$ cat src/logic/ref_mon_pkg.sv
// Shared constants and types for the reference monitor and selector
package ref_mon_pkg;
    localparam int NUM_IN = 6;
    localparam int CLK_HZ = 25_000_000;
    localparam int WINDOW_MS = 128;
    localparam int WINDOW_CYC = WINDOW_MS * (CLK_HZ / 1000);
    localparam int DRIFT_PPM = 500;
    localparam int MISS_LIMIT = 2;
    localparam logic [3:0] SEL_AUTO = 4'h0;
    localparam logic [3:0] SEL_IN1 = 4'h3;
    localparam logic [3:0] SEL_IN4 = 4'h6;
    localparam logic [3:0] SEL_IN5 = 4'h9;
    localparam logic [3:0] SEL_IN6 = 4'hA;
    localparam logic [5:0] MASK_RESET = 6'h3F;
    localparam logic [7:0] ACC_RESET = 8'h00;
    localparam logic [2:0] NO_REF = 3'h0;

    // One leaky-bucket configuration set
    typedef struct packed {
        logic [7:0] size;
        logic [7:0] upper;
        logic [7:0] lower;
        logic [1:0] decay;
    } bucket_cfg_t;

    // Frequency monitor settings
    typedef struct packed {
        logic       use_loop_ref;
        logic [3:0] factor;
        logic [7:0] hard_thr;
        logic [7:0] soft_thr;
    } freq_cfg_t;

    // Per-input status carried out of the block
    typedef struct packed {
        logic       quiet_ref_alarm;
        logic       strict_offset_alarm;
        logic       lenient_offset_alarm;
        logic       valid_primary;
        logic       valid_secondary;
        logic [7:0] offset_value;
        logic [7:0] bucket_level;
    } ref_status_t;
endpackage

$ cat src/logic/input_ref_monitor_select.sv
// Reference input quality monitor and loop reference selector
// Overview of operation
// - Each input has a leaky bucket evaluated every 128 ms window, plus one per event.
// - An event is an input drifting beyond 500 ppm of system clock in a window.
// - Bucket drops by one after each eventless decay interval of its configuration.
// - Four bucket sets of size, upper, lower and decay; each input picks one.
// - Bucket saturates at the configured size; further events there only restart its decay interval.
// - Quiet alarm rises above upper threshold, clears only below lower threshold.
// - An input with a quiet alarm is excluded from selection for both loops.
// - Frequency is compared against system clock or primary loop output, by config bit.
// - Accepting is (bits 7:4 plus one) times factor; rejecting uses bits 3:0.
// - Offset alarms set above rejecting, clear below accepting; soft likewise.
// - Strict alarm disqualifies selection; lenient alarm has no effect on it.
// - Each input reports an 8-bit offset value; times factor gives ppm.
// - Select code 0 is auto, 3 to 6 force inputs 1-4, 9-10 force 5-6.
// - Forced selection ignores all monitoring and validity results.
// - Auto selection takes the qualified input with highest priority rank.
// - Inputs join auto locking only with mask bit 0; all masked after reset.
// - Primary loop validity needs no quiet, strict or phase lock alarm, no LOS block, and, with rapid switching on, no two missed cycles.
// - Secondary loop validity needs no quiet, strict or LOS condition.
// - Any validity transition sets a sticky change flag and raises interrupt.
// - Loss of a loop's selected input sets a lost flag and raises interrupt.
`timescale 1ns/1ps
`default_nettype none

module input_ref_monitor_select #(
    parameter int NUM_IN = ref_mon_pkg::NUM_IN,
    parameter int WINDOW_CYC = ref_mon_pkg::WINDOW_CYC
) (
    input wire logic i_clk, // 25 MHz system clock
    input wire logic i_reset, // Asynchronous reset, active high
    input wire logic signed [15:0] i_offset_sys_ppm [NUM_IN], // Offset versus system clock
    input wire logic signed [15:0] i_offset_loop_ppm [NUM_IN], // Offset versus primary loop
    input wire ref_mon_pkg::bucket_cfg_t i_bucket_cfg [4], // Four bucket sets
    input wire logic [1:0] i_bucket_sel [NUM_IN], // Bucket set per input
    input wire ref_mon_pkg::freq_cfg_t i_freq_cfg, // Frequency monitor settings
    input wire logic [3:0] i_ref_rank [NUM_IN], // Priority, lower value wins
    input wire logic [3:0] i_loop_ref_choice_primary, // Primary loop select code
    input wire logic [3:0] i_loop_ref_choice_secondary, // Secondary loop select code
    input wire logic i_mask_wr, // Write strobe for participation mask
    input wire logic [NUM_IN-1:0] i_mask_data, // Participation mask, 0 joins
    input wire logic i_noise_window_wr, // Write strobe for noise window bit
    input wire logic i_noise_window_data, // Noise window bit value
    input wire logic [NUM_IN-1:0] i_phase_lock_fault, // Phase lock alarm per input
    input wire logic [NUM_IN-1:0] i_los_block, // Loss-of-signal disqualify per input
    input wire logic [NUM_IN-1:0] i_missed_two, // Two or more consecutive missed cycles
    input wire logic i_rapid_switch_enable, // Ultra-fast switching enable
    input wire logic [NUM_IN-1:0] i_change_clr, // Clear validity change flags
    input wire logic [1:0] i_lost_clr, // Clear selected-lost flags
    output var ref_mon_pkg::ref_status_t o_status [NUM_IN], // Per-input status
    output logic [NUM_IN-1:0] o_ref_participation_mask, // Participation mask
    output logic o_noise_window, // Noise window bit
    output logic [2:0] o_sel_primary, // Primary loop input, 0 none
    output logic [2:0] o_sel_secondary, // Secondary loop input, 0 none
    output logic [NUM_IN-1:0] o_validity_change_flag, // Sticky validity change
    output logic [1:0] o_selected_ref_lost_flag, // Sticky selected-lost per loop
    output logic o_irq // Any flag set
);
    localparam logic [7:0] ONE8 = 8'h01;

    // Absolute value of a signed offset
    function automatic logic [15:0] mag(input logic signed [15:0] v);
        mag = v[15] ? 16'(-v) : 16'(v);
    endfunction

    // Threshold in ppm from a nibble and the factor
    function automatic logic [15:0] thr(input logic [3:0] nib, input logic [3:0] f);
        thr = 16'(({1'b0, nib} + 5'h01) * f);
    endfunction

    // Decode a select code into a forced input number, 0 when not forced
    function automatic logic [2:0] forced(input logic [3:0] code);
        if (code >= ref_mon_pkg::SEL_IN1 && code <= ref_mon_pkg::SEL_IN4) begin
            forced = 3'(code - ref_mon_pkg::SEL_IN1 + 4'h1);
        end else if (code == ref_mon_pkg::SEL_IN5 || code == ref_mon_pkg::SEL_IN6) begin
            forced = 3'(code - ref_mon_pkg::SEL_IN5 + 4'h5);
        end else begin
            forced = ref_mon_pkg::NO_REF;
        end
    endfunction

    // Best qualified input by rank, ties go to the lower input number
    function automatic logic [2:0] pick(input logic [NUM_IN-1:0] q,
                                        input logic [3:0] rk [NUM_IN]);
        logic [3:0] best;
        pick = ref_mon_pkg::NO_REF;
        best = 4'hF;
        for (int i = 0; i < NUM_IN; i++) begin
            if (q[i] && (pick == ref_mon_pkg::NO_REF || rk[i] < best)) begin
                pick = 3'(i + 1);
                best = rk[i];
            end
        end
    endfunction

    logic [31:0] win_cnt_r;
    logic win_end;
    logic [NUM_IN-1:0] drift_seen_r;
    logic [7:0] acc_r [NUM_IN];
    logic [3:0] quiet_win_r [NUM_IN];
    logic [NUM_IN-1:0] quiet_r, strict_r, lenient_r;
    logic [7:0] offset_val_r [NUM_IN];
    logic [NUM_IN-1:0] mask_r;
    logic noise_r;
    logic [NUM_IN-1:0] valid1, valid2, valid1_r, valid2_r;
    logic [NUM_IN-1:0] qual1, qual2;
    logic [2:0] sel1_r, sel2_r, sel1_nxt, sel2_nxt;
    logic [NUM_IN-1:0] chg_r;
    logic [1:0] lost_r, lost_set;

    // Observation window timer; window closes on the last cycle of the count
    assign win_end = (win_cnt_r == 32'(WINDOW_CYC - 1));
    always_ff @(posedge i_clk or posedge i_reset) begin
        if (i_reset) begin
            win_cnt_r <= 32'h0000_0000;
        end else begin
            win_cnt_r <= win_end ? 32'h0000_0000 : win_cnt_r + 32'h0000_0001;
        end
    end

    // Drift against the system clock latched until the window closes
    always_ff @(posedge i_clk or posedge i_reset) begin
        if (i_reset) begin
            drift_seen_r <= '0;
        end else begin
            for (int i = 0; i < NUM_IN; i++) begin
                if (win_end) begin
                    drift_seen_r[i] <= 1'b0;
                end else if (mag(i_offset_sys_ppm[i]) > 16'(ref_mon_pkg::DRIFT_PPM)) begin
                    drift_seen_r[i] <= 1'b1;
                end
            end
        end
    end

    // Leaky buckets; a drift in the closing cycle still counts for that window
    always_ff @(posedge i_clk or posedge i_reset) begin
        if (i_reset) begin
            for (int i = 0; i < NUM_IN; i++) begin
                acc_r[i] <= ref_mon_pkg::ACC_RESET;
                quiet_win_r[i] <= 4'h0;
            end
        end else if (win_end) begin
            for (int i = 0; i < NUM_IN; i++) begin
                automatic ref_mon_pkg::bucket_cfg_t c = i_bucket_cfg[i_bucket_sel[i]];
                automatic logic ev = drift_seen_r[i] ||
                    (mag(i_offset_sys_ppm[i]) > 16'(ref_mon_pkg::DRIFT_PPM));
                // Decay interval is 1, 2, 4 or 8 eventless windows
                automatic logic [3:0] span = 4'h1 << c.decay;
                if (ev) begin
                    quiet_win_r[i] <= 4'h0;
                    if (acc_r[i] < c.size) begin
                        acc_r[i] <= acc_r[i] + ONE8;
                    end
                end else if (quiet_win_r[i] + 4'h1 >= span) begin
                    quiet_win_r[i] <= 4'h0;
                    if (acc_r[i] != 8'h00) begin
                        acc_r[i] <= acc_r[i] - ONE8;
                    end
                end else begin
                    quiet_win_r[i] <= quiet_win_r[i] + 4'h1;
                end
            end
        end
    end

    // Quiet alarm with hysteresis between the two bucket thresholds
    always_ff @(posedge i_clk or posedge i_reset) begin
        if (i_reset) begin
            quiet_r <= '0;
        end else begin
            for (int i = 0; i < NUM_IN; i++) begin
                if (acc_r[i] > i_bucket_cfg[i_bucket_sel[i]].upper) begin
                    quiet_r[i] <= 1'b1;
                end else if (acc_r[i] < i_bucket_cfg[i_bucket_sel[i]].lower) begin
                    quiet_r[i] <= 1'b0;
                end
            end
        end
    end

    // Frequency alarms and reported offset; factor 0 parks the value at zero
    always_ff @(posedge i_clk or posedge i_reset) begin
        if (i_reset) begin
            strict_r <= '0;
            lenient_r <= '0;
            for (int i = 0; i < NUM_IN; i++) begin
                offset_val_r[i] <= 8'h00;
            end
        end else begin
            for (int i = 0; i < NUM_IN; i++) begin
                automatic logic [3:0] f = i_freq_cfg.factor;
                automatic logic [15:0] m = mag(i_freq_cfg.use_loop_ref ?
                    i_offset_loop_ppm[i] : i_offset_sys_ppm[i]);
                automatic logic [15:0] q = (f == 4'h0) ? 16'h0000 : m / 16'(f);
                if (m > thr(i_freq_cfg.hard_thr[3:0], f)) begin
                    strict_r[i] <= 1'b1;
                end else if (m < thr(i_freq_cfg.hard_thr[7:4], f)) begin
                    strict_r[i] <= 1'b0;
                end
                if (m > thr(i_freq_cfg.soft_thr[3:0], f)) begin
                    lenient_r[i] <= 1'b1;
                end else if (m < thr(i_freq_cfg.soft_thr[7:4], f)) begin
                    lenient_r[i] <= 1'b0;
                end
                offset_val_r[i] <= (q > 16'h00FF) ? 8'hFF : q[7:0];
            end
        end
    end

    // Participation mask and noise window bit, both software settings
    always_ff @(posedge i_clk or posedge i_reset) begin
        if (i_reset) begin
            mask_r <= ref_mon_pkg::MASK_RESET;
            noise_r <= 1'b0;
        end else begin
            if (i_mask_wr) begin
                mask_r <= i_mask_data;
            end
            if (i_noise_window_wr) begin
                noise_r <= i_noise_window_data;
            end
        end
    end

    // Validity per loop; lenient alarm deliberately plays no part
    always_comb begin
        for (int i = 0; i < NUM_IN; i++) begin
            valid2[i] = !quiet_r[i] && !strict_r[i] && !i_los_block[i];
            valid1[i] = valid2[i] && !i_phase_lock_fault[i] &&
                !(i_rapid_switch_enable && i_missed_two[i]);
        end
        qual1 = valid1 & ~mask_r;
        qual2 = valid2 & ~mask_r;
    end

    // Selection: forced codes bypass monitoring, reserved codes select nothing
    always_comb begin
        sel1_nxt = forced(i_loop_ref_choice_primary);
        sel2_nxt = forced(i_loop_ref_choice_secondary);
        if (i_loop_ref_choice_primary == ref_mon_pkg::SEL_AUTO) begin
            sel1_nxt = pick(qual1, i_ref_rank);
        end
        if (i_loop_ref_choice_secondary == ref_mon_pkg::SEL_AUTO) begin
            sel2_nxt = pick(qual2, i_ref_rank);
        end
    end

    // Selected-lost detection uses last cycle's selection and validity
    always_comb begin
        lost_set[0] = (sel1_r != ref_mon_pkg::NO_REF) &&
            valid1_r[sel1_r - 3'h1] && !valid1[sel1_r - 3'h1];
        lost_set[1] = (sel2_r != ref_mon_pkg::NO_REF) &&
            valid2_r[sel2_r - 3'h1] && !valid2[sel2_r - 3'h1];
    end

    // Selection and validity history
    always_ff @(posedge i_clk or posedge i_reset) begin
        if (i_reset) begin
            sel1_r <= ref_mon_pkg::NO_REF;
            sel2_r <= ref_mon_pkg::NO_REF;
            valid1_r <= '0;
            valid2_r <= '0;
        end else begin
            sel1_r <= sel1_nxt;
            sel2_r <= sel2_nxt;
            valid1_r <= valid1;
            valid2_r <= valid2;
        end
    end

    // Sticky flags; a new event wins over a clear in the same cycle
    always_ff @(posedge i_clk or posedge i_reset) begin
        if (i_reset) begin
            chg_r <= '0;
            lost_r <= 2'h0;
        end else begin
            chg_r <= (chg_r & ~i_change_clr) |
                (valid1 ^ valid1_r) | (valid2 ^ valid2_r);
            lost_r <= (lost_r & ~i_lost_clr) | lost_set;
        end
    end

    // Outputs
    always_comb begin
        for (int i = 0; i < NUM_IN; i++) begin
            o_status[i].quiet_ref_alarm = quiet_r[i];
            o_status[i].strict_offset_alarm = strict_r[i];
            o_status[i].lenient_offset_alarm = lenient_r[i];
            o_status[i].valid_primary = valid1_r[i];
            o_status[i].valid_secondary = valid2_r[i];
            o_status[i].offset_value = offset_val_r[i];
            o_status[i].bucket_level = acc_r[i];
        end
    end
    assign o_ref_participation_mask = mask_r;
    assign o_noise_window = noise_r;
    assign o_sel_primary = sel1_r;
    assign o_sel_secondary = sel2_r;
    assign o_validity_change_flag = chg_r;
    assign o_selected_ref_lost_flag = lost_r;
    assign o_irq = (|chg_r) || (|lost_r);
endmodule

`default_nettype wire

$ cat config.mk
export PLATFORM = sky130hd
export DESIGN_NAME = input_ref_monitor_select
export DESIGN_NICKNAME = d
export VERILOG_FILES = /design/src/logic/ref_mon_pkg.sv /design/src/logic/input_ref_monitor_select.sv
export SDC_FILE = /design/constraint.sdc
export NUM_CORES = 2
export LEC_CHECK = 0
export BUFFER_PORTS_ARGS = -buffer_cell sky130_fd_sc_hd__buf_4
export CAP_MARGIN = 5
export CORE_MARGIN = 8
export CORE_UTILIZATION = 25
export CTS_BUF_LIST = sky130_fd_sc_hd__clkbuf_2
export DETAILED_ROUTE_END_ITERATION = 8
export GPL_ROUTABILITY_DRIVEN = 0
export SYNTH_ARGS = -nofsm -noshare
export SYNTH_HDL_FRONTEND = slang
export SYNTH_SLANG_ARGS = --single-unit
$ cat constraint.sdc
create_clock -name i_clk -period 11.4 [get_ports i_clk]
set_input_delay 0.57 -clock i_clk [delete_from_list [all_inputs] [get_ports i_clk]]
set_output_delay 0.57 -clock i_clk [all_outputs]
set_load 0.01 [all_outputs]
==> metrics.txt <==
CP max-delay cell or4b_4; Worst slew margin between 10% and 20%; clock skew about 0.23 ns; clk_lat worst skew ~1.5 ns; slowest stage delay, CP 0.56 ns; Residual DRC 0; most common cell after layout, fill and taps aside buf_4; CP top delay family compound AO/OA/AOI/OAI gates; worst endpoint data arrival time approximately 27 ns; CTS tree built; failing checks negative setup slack; unrepaired setup endpoints after global routing yes; Reg clk slew, reported paths approximately 0.15 ns; Clock Path Buffers 3; final wirelength ~280 mm; type of the tightest min-delay check input port to register; global-route wire length before repair about 420 mm; DPL Wire Length about 220 mm; Mapped Area just under 60000 um2; Achievable Freq ~40 MHz; post-layout min period about 25 ns; Cell Rows approximately 180; Worst Slack Setup Final -14.01 ns; Layout area overhead 64.4%; Setup-failing EPs final 48; Crit Path Class input port to register; initial antenna violation count 27; final hold violations 0; CP Capture Type register; Initial Util about a quarter; Worst Path Required 12.67 ns; Post-synth EDFFs 0; Post-DRT Antenna Nets 0; Post-synth ARST share 100%; Synth Flop Type dfrtp_1; synthesized area per cell between 7 and 8 um2; Final Max Slew Viols 0; worst-path maximum fanout 7; FILL cells ~22k; # port buffers ~550; CP startpoint kind input port; total track usage around a fifth; die width 499 um; cell mode on critical path buf_4; Post-Layout Cell Count 14.1k; area of the core approximately 230000 um2; Vias ~75k; Die Area about 250000 um2; CTS buffer count 70; outcome complete, but fails checks; synth warn 0; largest net degree at the start of global routing 65; Die Y 499 um; CP bufs+invs 29; vias in the first global route ~76k; most frequent cells in the layout buf_4 (3485), ha_1 (779), nand2_1 (478); clk sinks ~210; Max Cap Viol 0; final cycle utilization of the critical path 223%; global route overflow 0; Syn Inst Count roughly 7.3k; FF+latch count, synth between 200 and 250; boundary pin count between 500 and 600; Root Driver clkbuf_2; first-iteration detailed-routing DRC count around 5k; Mapped Nets around 8.6k; Worst-Margin Slew 1.26 ns; synth unique cells around 160; sequential area share after synthesis between 8 and 9%; drt pass-1 iters 8; wire per inst between 20 and 25 um; Nets ~12k; share of layout cells above drive strength 1 between 40% and 50%; vias per std cell about 5.3; htree depth 3; placed insts ~13k
-- synthesized netlist by cell type, types with 37 or more instances --
cell | number | area share (%)
and3_1 | 75 | 0.80
xor2_1 | 172 | 2.6
xnor2_1 | 239 | 3.6
a31oi_1 | 78 | 0.84
a21oi_1 | 472 | 4.0
o31ai_1 | 70 | 0.90
inv_1 | 392 | 2.5
nand2_1 | 525 | 3.4
a21o_1 | 154 | 2.0
dfrtp_1 | 203 | 8.7
nor2b_1 | 120 | 1.3
mux2_2 | 124 | 2.4
mux4_2 | 156 | 6.0
ha_1 | 865 | 19
o21ai_0 | 431 | 3.7
a211oi_1 | 52 | 0.67
nand3_1 | 178 | 1.5
o21a_1 | 235 | 3.0
nor4_1 | 76 | 0.81
or2_2 | 79 | 0.85
a21boi_0 | 37 | 0.48
nor2_1 | 519 | 3.3
and2_1 | 99 | 1.1
o21bai_1 | 47 | 0.60
or3_1 | 92 | 0.99
nor3_1 | 313 | 2.7
nand4_1 | 90 | 0.96
nand2b_1 | 194 | 2.1
mux2i_1 | 197 | 3.4
o211ai_1 | 66 | 0.85
clkbuf_1 | 87 | 0.56
-- per-layer routing --
layer	vias up	GRT usage (%)	share of wire [%]
met5	-	0	0.012
met4	6	13.1	7.8
met3	916	4.50	7.8
met2	3153	35.4	46
met1	35900	23.7	38
li1	35200	-	-
-- worst reg2reg max path, delay by kind of cell, from the launching register on --
family	cells	cell delay (ns)
buffers and inverters	3	0.78
adders and majority gates	5	1.41
AOI/OAI and AO/OA	23	3.69
and+or+nand+nor	5	2.30
muxes	2	0.63
DFF	1	0.57
-- stage by stage --
step | hold slack [ns] | setup slack (ns) | instance area, um2 | utilization (%) | setup TNS [ns]
5_1_grt | 0.0724 | -14.91 | 95900 | 41.3 | -387.80
4_1_cts | 0.0159 | -13.04 | 91600 | 39.4 | -340.24
2_1_floorplan | 0.438 | -16.03 | 60100 | - | -442.30
6_report | 0.258 | -14.01 | 95900 | 41.3 | -356.31
3_3_place_gp | 0.456 | -15.01 | 85100 | 36.6 | -439.03
3_5_place_dp | 0.460 | -15.57 | 85100 | 36.6 | -462.10
-- worst paths after layout --
kind | start | to | slack (ns) | cells after the start
max | i_freq_cfg[20] | o_status[113] | -14.01 | 149
min | i_offset_loop_ppm[47] | lenient_r[3] | 0.26 | 7
min reg2reg | win_cnt_r[6] | win_cnt_r[6] | 0.48 | 1
max in group asynchronous | i_reset | win_cnt_r[24] | 8.91 | 6
min in group asynchronous | i_reset | o_validity_change_flag[1] | 0.38 | 4
max reg2reg | quiet_r[0] | o_sel_secondary[2] | 1.94 | 38
-- layout make-up --
class	count	area (um2)	share of cell area (%)
flip-flops and latches	209	5240	5.46
inverters	397	1520	1.58
repair buffers	3742	29200	30.4
multi-input cells	6559	55500	57.9
well taps	3043	3810	3.97
diodes	23	57.6	0.0600
clock buffers	97	485	0.506
clock inverters	28	153	0.159
-- kinds of logic (layout without fill, tap and decap cells) --
logic type	count (synthesis)	after routing	synth area share, %
buf+inv	563	4264	4.01
fa+ha+maj	900	900	19.7
other cells	0	23	0
xor+xnor	413	413	6.22
flops	209	209	8.97
simple gates	2621	2621	23.9
compound gates	2132	2133	25.1
mux	492	492	12.2
-- registers in the layout, summed over array words and instances (netlist names) --
register and flops:
o_status 96, win_cnt_r 32, quiet_win_r 24, drift_seen_r 6, lenient_r 6, o_ref_participation_mask 6
o_validity_change_flag 6, quiet_r 6, strict_r 6, valid1_r 6, valid2_r 6, o_sel_primary 3
o_sel_secondary 3, o_selected_ref_lost_flag 2, o_noise_window 1
-- repair_timing --
item / in CTS / in global routing
pin swaps: 193 / 367
resized for setup: 282 / 406
hold buffers: 169 / 0
cloned: 5 / 6
setup buffers: 354 / 259
setup endpoints to repair: 48 / 48
endpoints found under the hold margin: 242 / 0
Power is left out: the tool's default activity adds up to more than one toggle a clock period on the data nets, which glitch-free logic cannot reach.
